### src/design/peirq_consts.svh
// Constants for the PLL event interrupt register block.
// Assumes inclusion by bare name from the package and the top module.
`ifndef PEIRQ_CONSTS_SVH
`define PEIRQ_CONSTS_SVH

// ****************************************************************
// Register offsets on the plain register port
// ****************************************************************
`define PEIRQ_OFS_LIVE     8'h0D
`define PEIRQ_OFS_MASK     8'h0E
`define PEIRQ_OFS_POL      8'h0F
`define PEIRQ_OFS_FLAG     8'h10
`define PEIRQ_OFS_CTL      8'h11

// ****************************************************************
// Source bit positions, shared by all four source registers
// ****************************************************************
`define PEIRQ_BIT_PLL1_LOCK_LOST    7
`define PEIRQ_BIT_PLL1_SIGNAL_LOST  6
`define PEIRQ_BIT_PLL1_CALIBRATING  5
`define PEIRQ_BIT_PLL2_LOCK_LOST    4
`define PEIRQ_BIT_PLL2_SIGNAL_LOST  3
`define PEIRQ_BIT_PLL2_CALIBRATING  2
`define PEIRQ_BIT_PLL1_SWITCH       1
`define PEIRQ_BIT_PLL2_SWITCH       0

// ****************************************************************
// Control register fields
// ****************************************************************
`define PEIRQ_CTL_EN_BIT   0
`define PEIRQ_CTL_AND_BIT  1

// ****************************************************************
// Reset values
// ****************************************************************
`define PEIRQ_RST_MASK     8'h00
`define PEIRQ_RST_POL      8'h00
`define PEIRQ_RST_FLAG     8'h00
`define PEIRQ_RST_LEVEL    8'h00
`define PEIRQ_RST_CTL      2'h0
`define PEIRQ_RST_RDATA    8'h00

`endif

### src/design/peirq_pkg.sv
// Types and the address decoder of the PLL event interrupt block.
// Assumes the constants header sits beside it on the include path.
`include "peirq_consts.svh"

package peirq_pkg;

  // ****************************************************************
  // Types
  // ****************************************************************
  // One bit per interrupt source, bit 7 down to bit 0
  typedef logic [7:0] peirq_vec_t;
  // Register address on the plain port
  typedef logic [7:0] peirq_addr_t;

  // Register selected by an address
  typedef enum {
    PEIRQ_SEL_LIVE,
    PEIRQ_SEL_MASK,
    PEIRQ_SEL_POL,
    PEIRQ_SEL_FLAG,
    PEIRQ_SEL_CTL,
    PEIRQ_SEL_NONE
  } peirq_sel_t;

  // ****************************************************************
  // Address decode, shared by the read and the write path
  // ****************************************************************
  function automatic peirq_sel_t peirq_decode(input peirq_addr_t addr);
    peirq_sel_t sel;
    case (addr)
      `PEIRQ_OFS_LIVE: sel = PEIRQ_SEL_LIVE;
      `PEIRQ_OFS_MASK: sel = PEIRQ_SEL_MASK;
      `PEIRQ_OFS_POL:  sel = PEIRQ_SEL_POL;
      `PEIRQ_OFS_FLAG: sel = PEIRQ_SEL_FLAG;
      `PEIRQ_OFS_CTL:  sel = PEIRQ_SEL_CTL;
      default:         sel = PEIRQ_SEL_NONE;
    endcase
    return sel;
  endfunction

endpackage

### src/design/peirq_regs.sv
// Interrupt status registers for a dual PLL clock generator.
// Assumes eight asynchronous source levels from the PLL logic and a
// software master on the plain register port, all on ref_clk_i.
//
// Summary of operation
// RULE1 - Live register always shows current source levels
// RULE2 - Bits 7..0: lock, signal, cal, switch
// RULE3 - Mask bit 1 stops source reaching interrupt
// RULE4 - Mask register same order, resets to zero
// RULE5 - Polarity 1: rising edge sets flag
// RULE6 - Polarity 0 (reset): falling edge sets flag
// RULE7 - Flags update only while enable is 1; flag writes still clear bits while it is 0
// RULE8 - Writing 0 clears the flag bit
// RULE9 - Flags same order, reset to zero
// RULE10 - No interrupt output while enable is 0
// RULE11 - Combine bit 1: AND, 0: OR
// RULE12 - Writing 1 keeps flag; set beats clear
// RULE13 - Edge: synced level against previous cycle
//
// The implementer's own choice: the address-and-strobe port.
`timescale 1ns/1ps
`default_nettype none
`include "peirq_consts.svh"

module peirq_regs (
  // Clock and reset
  input  wire logic                  ref_clk_i,
  input  wire logic                  rst_n_i,
  // Interrupt sources, asynchronous levels
  input  wire logic                  pll1_lock_lost_i,
  input  wire logic                  pll1_signal_lost_i,
  input  wire logic                  pll1_calibrating_i,
  input  wire logic                  pll2_lock_lost_i,
  input  wire logic                  pll2_signal_lost_i,
  input  wire logic                  pll2_calibrating_i,
  input  wire logic                  pll1_auto_switch_primary_i,
  input  wire logic                  pll2_auto_switch_primary_i,
  // Register port
  input  wire peirq_pkg::peirq_addr_t addr_i,
  input  wire peirq_pkg::peirq_vec_t  wdata_i,
  input  wire logic                  wr_i,
  input  wire logic                  rd_i,
  output peirq_pkg::peirq_vec_t       rdata_o,
  // Interrupt request, level
  output logic                       irq_o
);

  import peirq_pkg::*;

  // ****************************************************************
  // Declarations
  // ****************************************************************
  peirq_vec_t src_raw;        // Sources packed in register order
  peirq_vec_t src_sync;       // Sources after the synchroniser
  peirq_vec_t level_reg;      // Live levels, readable
  peirq_vec_t level_next;
  peirq_vec_t prev_reg;       // Levels one cycle earlier
  peirq_vec_t prev_next;
  peirq_vec_t rise_vec;       // Rising edges this cycle
  peirq_vec_t fall_vec;       // Falling edges this cycle
  peirq_vec_t set_vec;        // Flags to set this cycle
  peirq_vec_t mask_reg;       // Source mask, 1 blocks
  peirq_vec_t mask_next;
  peirq_vec_t pol_reg;        // Edge polarity, 1 rising
  peirq_vec_t pol_next;
  peirq_vec_t flags_reg;      // Sticky edge flags
  peirq_vec_t flags_next;
  logic [1:0] ctl_reg;        // Enable and combine mode
  logic [1:0] ctl_next;
  logic       en_w;           // Global interrupt enable
  logic       and_mode_w;     // Combine mode, 1 for AND
  peirq_vec_t rdata_reg;      // Read data, valid one cycle
  peirq_vec_t rdata_next;
  logic       irq_reg;        // Registered interrupt output
  logic       irq_next;
  peirq_vec_t active_w;       // Unmasked active flags
  peirq_sel_t wr_sel;         // Decoded write target
  peirq_sel_t rd_sel;         // Decoded read target

  // ****************************************************************
  // Source capture
  // ****************************************************************
  // Pack the pins into register bit order
  assign src_raw = {pll1_lock_lost_i,
                    pll1_signal_lost_i,
                    pll1_calibrating_i,
                    pll2_lock_lost_i,
                    pll2_signal_lost_i,
                    pll2_calibrating_i,
                    pll1_auto_switch_primary_i,
                    pll2_auto_switch_primary_i}; // RULE2

  // Pins are asynchronous, so two flops before any logic
  peirq_sync #(
    .WIDTH   ($bits(peirq_vec_t))
  ) u_sync (
    .ref_clk_i (ref_clk_i),
    .rst_n_i   (rst_n_i),
    .async_i   (src_raw),
    .sync_o    (src_sync)
  );

  // Live and previous level, independent of the enable
  always_comb begin
    level_next = src_sync;  // RULE1
    prev_next  = level_reg; // RULE13
  end

  always_ff @(posedge ref_clk_i) begin
    if (!rst_n_i) begin
      level_reg <= `PEIRQ_RST_LEVEL;
      prev_reg  <= `PEIRQ_RST_LEVEL;
    end else begin
      level_reg <= level_next;
      prev_reg  <= prev_next;
    end
  end

  // Edge detect on the registered level
  assign rise_vec = level_reg & ~prev_reg; // RULE13
  assign fall_vec = ~level_reg & prev_reg; // RULE13

  // Pick the edge each source asks for; only when enabled
  assign set_vec = en_w ? ((rise_vec & pol_reg) |
                           (fall_vec & ~pol_reg))
                        : '0; // RULE5 RULE6 RULE7

  // ****************************************************************
  // Software registers
  // ****************************************************************
  assign wr_sel     = peirq_decode(addr_i);
  assign rd_sel     = peirq_decode(addr_i);
  assign en_w       = ctl_reg[`PEIRQ_CTL_EN_BIT];
  assign and_mode_w = ctl_reg[`PEIRQ_CTL_AND_BIT];

  // Next values of mask, polarity, control and flags
  always_comb begin
    mask_next  = mask_reg;
    pol_next   = pol_reg;
    ctl_next   = ctl_reg;
    flags_next = flags_reg;
    if (wr_i) begin
      case (wr_sel)
        PEIRQ_SEL_MASK: begin
          mask_next = wdata_i; // RULE4
        end
        PEIRQ_SEL_POL: begin
          pol_next = wdata_i;
        end
        PEIRQ_SEL_CTL: begin
          ctl_next = {wdata_i[`PEIRQ_CTL_AND_BIT],
                      wdata_i[`PEIRQ_CTL_EN_BIT]};
        end
        PEIRQ_SEL_FLAG: begin
          // Zeros clear, ones leave the bit alone
          flags_next = flags_reg & wdata_i; // RULE8 RULE12
        end
        default: begin
          // Live register is read only; unmapped writes vanish
        end
      endcase
    end
    // Set after clear so a same-cycle edge is never lost
    flags_next = flags_next | set_vec; // RULE12
  end

  always_ff @(posedge ref_clk_i) begin
    if (!rst_n_i) begin
      mask_reg  <= `PEIRQ_RST_MASK;  // RULE4
      pol_reg   <= `PEIRQ_RST_POL;   // RULE6
      ctl_reg   <= `PEIRQ_RST_CTL;
      flags_reg <= `PEIRQ_RST_FLAG;  // RULE9
    end else begin
      mask_reg  <= mask_next;
      pol_reg   <= pol_next;
      ctl_reg   <= ctl_next;
      flags_reg <= flags_next;
    end
  end

  // ****************************************************************
  // Read path
  // ****************************************************************
  // Data is registered, so it stands only in the cycle after rd_i
  always_comb begin
    rdata_next = `PEIRQ_RST_RDATA;
    if (rd_i) begin
      case (rd_sel)
        PEIRQ_SEL_LIVE: rdata_next = level_reg; // RULE1
        PEIRQ_SEL_MASK: rdata_next = mask_reg;
        PEIRQ_SEL_POL:  rdata_next = pol_reg;
        PEIRQ_SEL_FLAG: rdata_next = flags_reg;
        PEIRQ_SEL_CTL: begin
          // Reserved control bits read as zero
          rdata_next = {6'h00, ctl_reg};
        end
        default: begin
          rdata_next = `PEIRQ_RST_RDATA;
        end
      endcase
    end
  end

  always_ff @(posedge ref_clk_i) begin
    if (!rst_n_i) begin
      rdata_reg <= `PEIRQ_RST_RDATA;
    end else begin
      rdata_reg <= rdata_next;
    end
  end

  assign rdata_o = rdata_reg;

  // ****************************************************************
  // Interrupt combine
  // ****************************************************************
  assign active_w = flags_reg & ~mask_reg; // RULE3

  // AND needs every unmasked flag; with all masked nothing fires.
  // Output is a flop, so it trails the flags by one cycle.
  always_comb begin
    irq_next = 1'b0;
    if (en_w) begin
      if (and_mode_w) begin
        irq_next = (active_w == ~mask_reg) &&
                   (mask_reg != 8'hFF); // RULE11
      end else begin
        irq_next = (active_w != 8'h00); // RULE11
      end
    end // RULE10
  end

  always_ff @(posedge ref_clk_i) begin
    if (!rst_n_i) begin
      irq_reg <= 1'b0;
    end else begin
      irq_reg <= irq_next;
    end
  end

  assign irq_o = irq_reg;
endmodule

`default_nettype wire

### src/design/peirq_sync.sv
// Two-stage level synchroniser, one lane per bit.
// Assumes inputs are asynchronous levels; pulses narrower than a
// clock period may be missed.
`timescale 1ns/1ps
`default_nettype none

module peirq_sync #(
  parameter int WIDTH = 8
) (
  // Clock and reset
  input  wire logic             ref_clk_i,
  input  wire logic             rst_n_i,
  // Asynchronous levels in, synchronised levels out
  input  wire logic [WIDTH-1:0] async_i,
  output logic      [WIDTH-1:0] sync_o
);

  // ****************************************************************
  // Synchroniser stages
  // ****************************************************************
  logic [WIDTH-1:0] meta_reg;   // First stage, read only by sync_reg
  logic [WIDTH-1:0] meta_next;
  logic [WIDTH-1:0] sync_reg;   // Second stage, safe to use
  logic [WIDTH-1:0] sync_next;

  // Next values: shift one stage per edge
  always_comb begin
    meta_next = async_i;
    sync_next = meta_reg;
  end

  // Stage registers, synchronous reset to low
  always_ff @(posedge ref_clk_i) begin
    if (!rst_n_i) begin
      meta_reg <= '0;
      sync_reg <= '0;
    end else begin
      meta_reg <= meta_next;
      sync_reg <= sync_next;
    end
  end

  assign sync_o = sync_reg;

endmodule

`default_nettype wire
### config.mk
export PLATFORM = sky130hd
export DESIGN_NAME = peirq_regs
export DESIGN_NICKNAME = d
export VERILOG_FILES = /design/src/design/peirq_pkg.sv /design/src/design/peirq_regs.sv /design/src/design/peirq_sync.sv
export VERILOG_INCLUDE_DIRS = /design/src /design/src/design
export SDC_FILE = /design/constraint.sdc
export NUM_CORES = 1
export LEC_CHECK = 0
export ABC_AREA = 1
export BUFFER_PORTS_ARGS = -buffer_cell sky130_fd_sc_hd__buf_2
export CAP_MARGIN = 20
export CORE_MARGIN = 5
export CORE_UTILIZATION = 44
export CTS_CLUSTER_SIZE = 8
export DETAILED_ROUTE_END_ITERATION = 12
export GPL_TIMING_DRIVEN = 0
export PLACE_DENSITY_LB_ADDON = 0.2
export SLEW_MARGIN = 30
export SYNTH_ARGS = -nofsm -noshare
export SYNTH_HDL_FRONTEND = slang
export SYNTH_SLANG_ARGS = --single-unit
### constraint.sdc
create_clock -name ref_clk_i -period 2.9 [get_ports ref_clk_i]
set_input_delay 0.29 -clock ref_clk_i [delete_from_list [all_inputs] [get_ports ref_clk_i]]
set_output_delay 0.29 -clock ref_clk_i [all_outputs]
set_load 0.01 [all_outputs]
==> results.json <==
{
  "synth.avg_cell_area_um2": 7.19,
  "cp.required_ns": 3.18,
  "p_total_mw": 1.88,
  "max_freq_mhz": 832,
  "p_sw_uw": 426,
  "finalHoldViolCount": 0,
  "hold_depth": 3,
  "cts.htree.levels": 3,
  "dr_total_vias": 2489,
  "final_util_pct": 52.3,
  "met2WireLength_um": 2850,
  "path_class": "reg -> reg",
  "met3_length_um": 475,
  "async_flop_share_pct": 0,
  "power_leakage_nw": 1.51,
  "place_area_um2": 3070,
  "reg2regPathDepth": 5,
  "globalRouteTotalUtil_pct": 15.9,
  "hold_buffers": 0,
  "min-delay-start": "pll2_calibrating_i",
  "pin_count": 37,
  "area_growth_pct": 17.4,
  "critPathCaptureType": "flip-flop",
  "critPathMostFrequentCell": "nand2_1",
  "synth_edf_count": 0,
  "grt_pass1_wl_um": 10400,
  "worstSkewPairLatency_ns": 0.35,
  "antenna_found_initial": 0,
  "drtIter0Drc": 95,
  "wl_um": 6230,
  "p_int_mw": 1.45,
  "setup_tns_ns": 0,
  "slew_violations": 0,
  "fin_crit_ns": 1.20,
  "yosysWarnings": 0,
  "port_buffers": 35,
  "die_w_um": 89.7,
  "r2r_slack_ns": 1.70,
  "highest_layer": "met4",
  "worst_slew_pin_slew_ns": 0.592,
  "cp-start-kind": "flip-flop",
  "rsz0062_at_grt": "false",
  "drive_gt1_share_pct": 16.4,
  "maxCapViolCount": 0,
  "synth_seq_cells": 67,
  "drt-met1-wl_um": 2810,
  "syn_inst": 389,
  "ys_types": 26,
  "max_slew_margin_pct": 60.5,
  "ir_drop_uv": 309,
  "final_nets": 463,
  "hold_ws_ns": 0.121,
  "grt_pass1_vias": 2234,
  "cp_num_buf_inv": 2,
  "dp_cells": 501,
  "power_density_nw_per_um2": 571,
  "critical_path.max_stage_delay_ns": 0.46,
  "p_comb_share_pct": 4.5,
  "core_area_um2": 6280,
  "p_sw_share_pct": 22.7,
  "r2r_end": "irq_o",
  "cts_tree": "built",
  "clockBufferDepth": 2,
  "stdcell_area_um2": 3290,
  "preCtsSetupSlack_ns": 1.36,
  "cts-buffers-inserted": 9,
  "rows": 29,
  "cts_setup_buffers": 0,
  "ys_seq_area_share_pct": 47.9,
  "finalCritPeriodShare_pct": 41.5,
  "crit_chain": "clkbuf_1 -> nand2_1 -> inv_1 -> nand2_1 -> a21oi_1",
  "critical_path_arrival_ns": 1.48,
  "die_y_um": 89.7,
  "avgRoutedWirePerCell_um": 12.1,
  "whs_endpoint": "u_sync.meta_reg[2]",
  "run_status": "completed",
  "path_max_fanout": 10,
  "cts_root_buffer": "clkbuf_8",
  "path_delay_family": "buffers and inverters",
  "clock_sinks": 67,
  "drtAntennaViolNets": 0,
  "dieArea_um2": 8050,
  "diodes": 0,
  "critical_path.slowest_cell": "clkbuf_1",
  "clkPwrFrac_pct": 45.4,
  "drc_errors": 0,
  "setup_ws_ns": 1.70,
  "path_clk_slew_ns": 0.08,
  "fin_worst_skew_ns": 0.00740,
  "synth_nets": 417,
  "grt_max_degree": 13,
  "grt_overflow_total": 0,
  "regToRegStartpoint": "ctl_reg[0]",
  "start_util_pct": 44.6,
  "globalplace.congestion": 0.896,
  "synth_area_um2": 2800,
  "power_frac_seq_pct": 50.2,
  "cts_resized": 0,
  "avgViaCountPerCell": 4.81,
  "synthFlopType": "dfxtp_1",
  "hp-class": "in -> reg",
  "setup_viol": 0,
  "fin_cells": 517,
  "dp_hpwl_um": 4680,
  "firstDrtPassIters": 4
}
## cell families (layout without fill, tap and decap cells)
logic type             after synthesis  in the layout  synth area share (%)
buffers and inverters               71            122                  10.1
AO/OA/AOI/OAI                       58             58                  10.4
AND/OR/NAND/NOR                    193            193                  31.6
flip-flops                          67             67                  47.9
## area by class of cell
type,instances,area (um2)
fillers,652,2990
flip-flops and latches,67,1340
multi-input cells,251,1170
inverters,61,234
repair buffers,35,175
clock buffers,10,128
well taps,77,96.3
clock inverters,6,88.8
plain buffers,10,47.5
## Yosys cell counts, drive strengths merged, types with 3 or more instances
cell type / count / area [um2]
nand2: 102 / 390
nand3: 34 / 193
nand3b: 7 / 52.6
buf: 4 / 25.0
dfxtp: 67 / 1340
o21ai: 21 / 105
inv: 59 / 221
nor3: 3 / 15.0
clkbuf: 6 / 22.5
or2: 3 / 18.8
a21oi: 36 / 180
nor2: 43 / 208
## worst reg2reg max path, cell delays in order, from the launching register on
cell	delay (ns)
dfxtp_1	0.33
clkbuf_1	0.46
nand2_1	0.10
inv_1	0.07
nand2_1	0.05
a21oi_1	0.11
## worst max path at each step
stage               start          end  slack (ns)  cells past startpoint
3_3_place_gp    addr_i[7]  mask_reg[5]        1.37                      8
2_1_floorplan   addr_i[7]  mask_reg[6]        1.71                      7
5_1_grt        ctl_reg[0]        irq_o        1.62                      5
6_report       ctl_reg[0]        irq_o        1.70                      5
3_5_place_dp    addr_i[7]  mask_reg[5]        1.36                      8
4_1_cts         addr_i[7]  mask_reg[5]        1.73                      8
## per-layer routing
| layer | up-vias | track usage (%) |
|---|---|---|
| met2 | 86 | 26.0 |
| met5 | - | 0 |
| li1 | 1301 | - |
| met1 | 1091 | 19.5 |
| met4 | 0 | 5.79 |
| met3 | 11 | 5.09 |
## layout by cell type, fill, tap and decap left out, drive strengths merged
cell / count
nand2: 102
dfxtp: 67
inv: 60
nor2: 43
buf: 39
a21oi: 36
nand3: 34
o21ai: 21
clkbuf: 16
nand3b: 7
nor3: 3
or2: 3
clkinv: 3
bufinv: 2
clkinvlp: 2
nor4: 1
o22ai: 1
## power by group through the flow
stage / Combinational [mW] / Clock (mW) / Sequential (mW)
after floorplan: 0.0472 / 0 / 0.960
after global placement: 0.0827 / 0 / 0.962
after detailed placement: 0.0847 / 0 / 0.962
after CTS: 0.0849 / 0.871 / 0.941
after global routing: 0.0960 / 0.916 / 0.942
final: 0.0841 / 0.851 / 0.941
No activity file was read; power rests on OpenSTA's default activity.
